$ cat src/include/ptc_pkg.sv
// shared constants and types for the paired 8-bit timer block
package ptc_pkg;

  // register indices; byte address is the index times four
  localparam logic [15:0] IDX_RUN = 16'h1100;
  localparam logic [15:0] IDX_COUNT = 16'h1101;
  localparam logic [15:0] IDX_MODE = 16'h110C;
  localparam logic [15:0] IDX_IRQ_STAT = 16'h1110;
  localparam logic [15:0] IDX_IRQ_MASK = 16'h1111;
  localparam logic [15:0] CMP_IDX [4] = '{
    16'h1102, 16'h1103, 16'h110A, 16'h110B
  };

  // upper_pair_mode field positions and reset value
  localparam int unsigned MODE_OP_LSB = 6;
  localparam int unsigned MODE_PWM_LSB = 4;
  localparam int unsigned MODE_DCLK_LSB = 2;
  localparam int unsigned MODE_CCLK_LSB = 0;
  localparam logic [7:0] MODE_RST = 8'h00;

  // run register bits
  localparam int unsigned RUN_C_BIT = 0;
  localparam int unsigned RUN_D_BIT = 1;

  // interrupt status bits
  localparam int unsigned IRQ_W = 3;
  localparam int unsigned IRQ_C_MATCH = 0;
  localparam int unsigned IRQ_D_MATCH = 1;
  localparam int unsigned IRQ_PWM_END = 2;

  // two-bit select codes
  localparam logic [1:0] SEL_00 = 2'b00;
  localparam logic [1:0] SEL_01 = 2'b01;
  localparam logic [1:0] SEL_10 = 2'b10;
  localparam logic [1:0] SEL_11 = 2'b11;

  // pwm period masks for 2^6, 2^7, 2^8 source clocks
  localparam logic [7:0] PWM_MASK_6 = 8'h3F;
  localparam logic [7:0] PWM_MASK_7 = 8'h7F;
  localparam logic [7:0] PWM_MASK_8 = 8'hFF;

  // prescaler: tap_1 period in system clocks, tap masks
  localparam int unsigned PRESCALE_BASE = 8;
  localparam int unsigned TAP_1 = 0;
  localparam int unsigned TAP_4 = 1;
  localparam int unsigned TAP_16 = 2;
  localparam int unsigned TAP_256 = 3;
  localparam logic [7:0] TAP_MASK [4] = '{
    8'h00, 8'h03, 8'h0F, 8'hFF
  };

  typedef enum logic [1:0] {
    PTC_DUAL8,
    PTC_CASC16,
    PTC_PPG,
    PTC_PWM
  } ptc_mode_e;

endpackage : ptc_pkg

$ cat src/include/ptc_cnt_if.sv
// control and status bundle between the top and one 8-bit counter
`timescale 1ns/100ps
interface ptc_cnt_if;
  logic tick;
  logic run;
  logic clr;
  logic [7:0] count;
  logic ovf;
  modport ctl (output tick, output run, output clr,
               input count, input ovf);
  modport unit (input tick, input run, input clr,
                output count, output ovf);
endinterface : ptc_cnt_if

$ cat src/hw/ptc_counter.sv
// one 8-bit up counter; clear wins over count
`timescale 1ns/100ps
module ptc_counter (
  // clock and reset
  input wire logic clk,
  input wire logic rstn,
  // control from the top
  ptc_cnt_if.unit cnt
);
  logic [7:0] count_q;

  always_ff @(posedge clk) begin
    if (!rstn) begin
      count_q <= 8'h00;
    end else if (cnt.clr) begin
      count_q <= 8'h00;
    end else if (cnt.tick && cnt.run) begin
      count_q <= count_q + 8'h01;
    end
  end

  assign cnt.count = count_q;
  assign cnt.ovf = cnt.tick & cnt.run & (&count_q);
endmodule : ptc_counter

$ cat src/hw/ptc_prescaler.sv
// prescaler producing one-cycle tap pulses at 1, 4, 16, 256 units
`timescale 1ns/100ps
module ptc_prescaler import ptc_pkg::*; #(
  parameter int unsigned TAP1_DIV = PRESCALE_BASE
) (
  // clock and reset
  input wire logic clk,
  input wire logic rstn,
  // tap pulses
  output logic [3:0] taps
);
  localparam int unsigned PRE_W = $clog2(TAP1_DIV) + 1;
  localparam logic [PRE_W-1:0] PRE_LAST = PRE_W'(TAP1_DIV - 1);

  logic [PRE_W-1:0] pre_q;
  logic [7:0] div_q;
  logic t1;

  assign t1 = (pre_q == PRE_LAST);

  always_ff @(posedge clk) begin
    if (!rstn) begin
      pre_q <= '0;
    end else if (t1) begin
      pre_q <= '0;
    end else begin
      pre_q <= pre_q + 1'b1;
    end
  end

  always_ff @(posedge clk) begin
    if (!rstn) begin
      div_q <= 8'h00;
    end else if (t1) begin
      div_q <= div_q + 8'h01;
    end
  end

  for (genvar i = 0; i < 4; i++) begin : g_tap
    assign taps[i] = t1 & ((div_q & TAP_MASK[i]) == 8'h00);
  end
endmodule : ptc_prescaler

$ cat src/hw/ptc_top.sv
// paired 8-bit timer with mode and compare registers
//
// The Avalon-MM slave port was decided locally.
`timescale 1ns/100ps
module ptc_top import ptc_pkg::*; (
  // clock and reset
  input wire logic clk,
  input wire logic rstn,
  // avalon-mm slave
  input wire logic [15:0] avs_address,
  input wire logic avs_read,
  input wire logic avs_write,
  input wire logic [31:0] avs_writedata,
  input wire logic [3:0] avs_byteenable,
  output logic [31:0] avs_readdata,
  output logic avs_waitrequest,
  // interrupt and waveform
  output logic irq,
  output logic pulse_out,
  // compare values handed to the lower pair
  output logic [7:0] lower_compare0,
  output logic [7:0] lower_compare1
);
  ptc_mode_e op;
  logic [1:0] pwm_sel;
  logic [1:0] dclk;
  logic [1:0] cclk;
  logic [7:0] mode_q;
  logic [1:0] run_q;
  logic [7:0] cmp_q [4];
  logic cmp_en_q;
  logic ack_q;
  logic pulse_q;
  logic [IRQ_W-1:0] stat_q;
  logic [IRQ_W-1:0] mask_q;
  logic [IRQ_W-1:0] events;
  logic [IRQ_W-1:0] stat_clr;
  logic [31:0] rdata_q;
  logic [31:0] rdata_d;
  logic [3:0] taps;
  logic req;
  logic wr_fire;
  logic cmp_sel;
  logic [1:0] cmp_idx;
  logic [7:0] pwm_mask;
  logic [7:0] c_inc;
  logic [7:0] d_inc;
  logic [15:0] cnt16;
  logic c_src;
  logic d_src;
  logic c_go;
  logic d_go;
  logic c_hit;
  logic d_hit;
  logic ppg_end;
  logic pwm_end;
  logic hit16;

  ptc_cnt_if cif[2] ();

  for (genvar i = 0; i < 2; i++) begin : g_cnt
    ptc_counter u_cnt (
      .clk(clk),
      .rstn(rstn),
      .cnt(cif[i])
    );
  end

  ptc_prescaler u_pre (
    .clk(clk),
    .rstn(rstn),
    .taps(taps)
  );

  // bus: one wait state, read data sampled in the waiting cycle
  assign req = avs_read | avs_write;
  assign avs_waitrequest = req & ~ack_q;
  assign wr_fire = avs_write & ack_q & avs_byteenable[0];

  always_ff @(posedge clk) begin
    if (!rstn) begin
      ack_q <= 1'b0;
    end else begin
      ack_q <= req & ~ack_q;
    end
  end

  always_comb begin
    cmp_sel = 1'b0;
    cmp_idx = SEL_00;
    for (int i = 0; i < 4; i++) begin
      if (avs_address == (CMP_IDX[i] << 2)) begin
        cmp_sel = 1'b1;
        cmp_idx = 2'(i);
      end
    end
  end

  // compare registers ignore reads: nothing to read back, they return zero
  always_comb begin
    rdata_d = 32'h0000_0000;
    case (avs_address)
      IDX_MODE << 2: rdata_d[7:0] = mode_q;
      IDX_RUN << 2: rdata_d[1:0] = run_q;
      IDX_COUNT << 2: rdata_d[15:0] = {cif[1].count, cif[0].count};
      IDX_IRQ_STAT << 2: rdata_d[IRQ_W-1:0] = stat_q;
      IDX_IRQ_MASK << 2: rdata_d[IRQ_W-1:0] = mask_q;
      default: rdata_d = 32'h0000_0000;
    endcase
  end

  always_ff @(posedge clk) begin
    if (!rstn) begin
      rdata_q <= 32'h0000_0000;
    end else if (avs_read && !ack_q) begin
      rdata_q <= rdata_d;
    end
  end

  assign avs_readdata = rdata_q;

  always_ff @(posedge clk) begin
    if (!rstn) begin
      mode_q <= MODE_RST;
    end else if (wr_fire && avs_address == (IDX_MODE << 2)) begin
      mode_q <= avs_writedata[7:0];
    end
  end

  always_ff @(posedge clk) begin
    if (!rstn) begin
      run_q <= SEL_00;
    end else if (wr_fire && avs_address == (IDX_RUN << 2)) begin
      run_q <= avs_writedata[1:0];
    end
  end

  // contents are undefined to software; zero keeps sim clean
  always_ff @(posedge clk) begin
    if (!rstn) begin
      for (int k = 0; k < 4; k++) begin
        cmp_q[k] <= 8'h00;
      end
    end else if (wr_fire && cmp_sel) begin
      cmp_q[cmp_idx] <= avs_writedata[7:0];
    end
  end

  assign lower_compare0 = cmp_q[0];
  assign lower_compare1 = cmp_q[1];

  always_ff @(posedge clk) begin
    if (!rstn) begin
      cmp_en_q <= 1'b1;
    end else if (wr_fire && cmp_sel && op == PTC_CASC16) begin
      if (cmp_idx == SEL_10) begin
        cmp_en_q <= 1'b0;
      end else if (cmp_idx == SEL_11) begin
        cmp_en_q <= 1'b1;
      end
    end
  end

  // mode decode
  assign op = ptc_mode_e'(mode_q[MODE_OP_LSB +: 2]);
  assign pwm_sel = mode_q[MODE_PWM_LSB +: 2];
  assign dclk = mode_q[MODE_DCLK_LSB +: 2];
  assign cclk = mode_q[MODE_CCLK_LSB +: 2];

  always_comb begin
    case (cclk)
      SEL_01: c_src = taps[TAP_1];
      SEL_10: c_src = taps[TAP_4];
      SEL_11: c_src = taps[TAP_16];
      default: c_src = 1'b0;
    endcase
  end

  always_comb begin
    case (pwm_sel)
      SEL_01: pwm_mask = PWM_MASK_6;
      SEL_10: pwm_mask = PWM_MASK_7;
      SEL_11: pwm_mask = PWM_MASK_8;
      default: pwm_mask = 8'h00;
    endcase
  end

  // reserved pwm period freezes the lower timer
  assign cif[0].tick = c_src &
    !(op == PTC_PWM && pwm_sel == SEL_00);
  assign cif[0].run = run_q[RUN_C_BIT];
  assign cif[1].run = run_q[RUN_D_BIT];

  assign c_go = cif[0].tick & run_q[RUN_C_BIT];
  assign c_inc = cif[0].count + 8'h01;
  assign c_hit = c_go & (c_inc == cmp_q[2]);
  assign ppg_end = c_go & (c_inc == cmp_q[3]);
  assign pwm_end = c_go & ((c_inc & pwm_mask) == 8'h00);

  always_comb begin
    case (dclk)
      SEL_01: d_src = taps[TAP_1];
      SEL_10: d_src = taps[TAP_16];
      SEL_11: d_src = taps[TAP_256];
      default: d_src = c_hit;
    endcase
  end

  // the upper counter's mux has no feedback path from itself
  always_comb begin
    case (op)
      PTC_CASC16: cif[1].tick = cif[0].ovf;
      PTC_PPG: cif[1].tick = 1'b0;
      default: cif[1].tick = d_src;
    endcase
  end

  assign d_go = cif[1].tick & run_q[RUN_D_BIT];
  assign d_inc = cif[1].count + 8'h01;
  assign d_hit = d_go & (d_inc == cmp_q[3]);
  assign cnt16 = {cif[1].count, cif[0].count} + 16'h0001;
  assign hit16 = c_go & cmp_en_q &
    (cnt16 == {cmp_q[3], cmp_q[2]});

  // a stopped counter is held at zero
  always_comb begin
    case (op)
      PTC_DUAL8: begin
        cif[0].clr = !run_q[RUN_C_BIT] | c_hit;
        cif[1].clr = !run_q[RUN_D_BIT] | d_hit;
      end
      PTC_CASC16: begin
        cif[0].clr = !run_q[RUN_C_BIT] | hit16;
        cif[1].clr = !run_q[RUN_D_BIT] | hit16;
      end
      PTC_PPG: begin
        cif[0].clr = !run_q[RUN_C_BIT] | ppg_end;
        cif[1].clr = 1'b1;
      end
      default: begin
        cif[0].clr = !run_q[RUN_C_BIT] | pwm_end;
        cif[1].clr = !run_q[RUN_D_BIT] | d_hit;
      end
    endcase
  end

  // interrupt events
  assign events[IRQ_C_MATCH] = c_hit & (op != PTC_CASC16);
  assign events[IRQ_D_MATCH] = (op == PTC_CASC16) ? hit16 : d_hit;
  assign events[IRQ_PWM_END] = pwm_end & (op == PTC_PWM);
  assign stat_clr = (wr_fire && avs_address == (IDX_IRQ_STAT << 2)) ?
    avs_writedata[IRQ_W-1:0] : '0;

  // set beats a simultaneous write-one-to-clear
  always_ff @(posedge clk) begin
    if (!rstn) begin
      stat_q <= '0;
    end else begin
      stat_q <= (stat_q & ~stat_clr) | events;
    end
  end

  always_ff @(posedge clk) begin
    if (!rstn) begin
      mask_q <= '0;
    end else if (wr_fire && avs_address == (IDX_IRQ_MASK << 2)) begin
      mask_q <= avs_writedata[IRQ_W-1:0];
    end
  end

  assign irq = |(stat_q & mask_q);

  // waveform: ppg toggles at both compares, pwm sets at period start
  always_ff @(posedge clk) begin
    if (!rstn) begin
      pulse_q <= 1'b0;
    end else begin
      case (op)
        PTC_PPG: begin
          if (c_hit || ppg_end) begin
            pulse_q <= ~pulse_q;
          end
        end
        PTC_PWM: begin
          if (pwm_end) begin
            pulse_q <= 1'b1;
          end else if (c_hit) begin
            pulse_q <= 1'b0;
          end
        end
        default: begin
          if (events[IRQ_D_MATCH]) begin
            pulse_q <= ~pulse_q;
          end
        end
      endcase
    end
  end

  assign pulse_out = pulse_q;
endmodule : ptc_top

$ cat config.mk
export PLATFORM = sky130hd
export DESIGN_NAME = ptc_top
export DESIGN_NICKNAME = d
export VERILOG_FILES = /design/src/include/ptc_pkg.sv /design/src/include/ptc_cnt_if.sv /design/src/hw/ptc_counter.sv /design/src/hw/ptc_prescaler.sv /design/src/hw/ptc_top.sv
export SDC_FILE = /design/constraint.sdc
export NUM_CORES = 1
export LEC_CHECK = 0
export BUFFER_PORTS_ARGS = -buffer_cell sky130_fd_sc_hd__buf_4
export CAP_MARGIN = 5
export CORE_MARGIN = 8
export CORE_UTILIZATION = 50
export DETAILED_ROUTE_END_ITERATION = 6
export PLACE_DENSITY = 0.76
export SLEW_MARGIN = 15
export SYNTH_ARGS = -nofsm -noshare
export SYNTH_HDL_FRONTEND = slang
export SYNTH_HIERARCHICAL = 1
export SYNTH_SLANG_ARGS = --single-unit
$ cat constraint.sdc
create_clock -name clk -period 4.03 [get_ports clk]
set_clock_uncertainty 0.1 [all_clocks]
set_input_delay 0.6045 -clock clk [delete_from_list [all_inputs] [get_ports clk]]
set_output_delay 0.6045 -clock clk [all_outputs]
set_load 0.01 [all_outputs]
==> metrics.txt <==
Detail Placement HPWL 10600 microns; Ant. Diodes 0; Fin Setup TNS 0 ps; drt via density 5.83; fin worst setup slack 358 ps; CTS tree built; relative slew slack 24.9%; row cnt 38; Setup WS pre-CTS 254 ps; CTS resizes 0; Die Ht 121 microns; hold buffer count at CTS 0; core box area 10800 sq um; clock-pin slew on the worst setup and hold paths 100 ps; unrepaired setup endpoints after global routing no; RD Place Congestion 0.948; Final min period 3670 ps; Max Fanout on Critical Path 7; syn_area_per_cell 9.20 sq um; initial antenna violation count 0; Post-CTS Setup Bufs 0; worst slew pin tran 1120 ps; register area 2220 sq um; # nets final 731; status complete, no violations; initial DRC count 336; # DRC 0; global-route wire length before repair 22900 microns; Worst Path Required 4250 ps; Yosys Warn Count 6; H-tree depth 3; cell leakage power 2.29 nW; Post-Syn Area 5560 sq um; crit path kind flip-flop to flip-flop; Initial Util 51.2%; number of primary I/O pins 107; Filler cells 953; Die ar. 14700 sq um; Max Cap Viol 0; placed insts 793; share of cells above drive strength 1 19.3%; PortBufs 63; Post-Syn Instances 604; Hold Violations, Final 0; WL final 14300 microns; max-slew violations 0; VDD IR max 0.311 mV; GR Overflow Total 0; chip width 121 microns; largest net degree at the start of global routing 45; f_max 272 MHz; Setup crit end kind flip-flop; Finished Layout Cells 809; Longest Clk Path Bufs 2; CP arrival 3890 ps; Pwr Density 284 nW/um^2; Via Count 4720; met1 usage 22.9%; Routed WL per cell 17.7 microns; clock sink count 95; Clock Latency Late Sink 380 ps; TritonCTS buffer count 9; final setup fails 0; vias in the first global route 4653; routing usage on met3 6.47%; worst hold path class flip-flop to flip-flop; clk root buf clkbuf_8; M2 GR Usage 32.7%; final worst-path cycle share 91.1%; Area Growth Syn to Fin 13.3%; Final ANT Viol Nets 0; 1st-pass router iterations 5; Overall Global Routing Usage 19.5%; Multi-input gate area 3070 sq um; Critical Path Start Type flip-flop; global route hottest layer met2
[cell type report]
| type | instances | share of cell area, % |
|---|---|---|
| repair buffers | 76 | 9.06 |
| inverters | 18 | 1.07 |
| well taps | 140 | 2.78 |
| clock buffers | 10 | 2.19 |
| clock inverters | 6 | 0.795 |
| flip-flops and latches | 95 | 35.3 |
| multi-input cells | 464 | 48.8 |
[state kept, by name (all words and copies together), names as in the netlist, 2 cells and up]
register / cells
mask_q: 3
mode_q: 8
cmp_q: 32
stat_q: 3
u_pre/div_q: 8
u_pre/pre_q: 4
avs_readdata: 16
run_q: 2
g_cnt.u_cnt/cnt.count: 16
[stage by stage]
stage                     instance area [sq um]  hold WS (ps)  utilization, %  power, mW
after floorplan                            5610           328               -       1.13
after global placement                     6100           342            56.2       1.18
after detailed placement                   6100           362            56.2       1.18
after CTS                                  6280           374            58.0       1.79
after global routing                       6300           407            58.1       1.85
final                                      6300           370            58.1       1.79
[path summary, 6_finish.rpt]
kind / startpoint / end / slack (ps) / cells past startpoint
min reg2reg: avs_readdata[9] / avs_readdata[9] / 370 / 2
min: avs_readdata[9] / avs_readdata[9] / 370 / 2
max: u_pre/pre_q[0] / g_cnt[1].u_cnt/cnt.count[5] / 360 / 13
max reg2reg: u_pre/pre_q[0] / g_cnt[1].u_cnt/cnt.count[5] / 360 / 13
[worst max-delay path, stage by stage (launching register included)]
cell and delay (ps):
dfxtp_1 370, ha_1 320, nand3b_4 110, nor4_2 240, mux2i_1 230, a2111oi_2 400, buf_4 180, nand4_1 130
a2111oi_4 300, nand4_1 260, nand2_1 170, nand2_1 150, or4_1 500, a21oi_1 150
[layer usage]
metal | wire, microns | vias up
met5 | 0 | -
met4 | 331 | 0
met3 | 1230 | 34
met2 | 6790 | 177
met1 | 5940 | 2248
li1 | - | 2261
[report_power, final]
group          switching (mW)  internal [mW]
Combinational          0.0797         0.0606
Clock                   0.376          0.251
Sequential             0.0139           1.01
Total                   0.470           1.32
[placed cells by master, fill, tap and decap left out, types with 7 or more instances in the layout]
cell type   n
nor3b_1     8
clkbuf_8   10
inv_1      18
and2_1     38
or3_1       8
or4_1       7
nor2_1     36
ha_1       11
dfxtp_1    63
a221oi_1    7
conb_1     16
buf_4      76
edfxtp_1   32
xnor2_1    26
nand4_1    10
a21oi_1    29
a21boi_0   24
nand3_1    40
nand2_1    57
xor2_1     12
o31ai_1    10
o21ai_0    18
nor2b_1     7
No activity file was read; power rests on OpenSTA's default activity.
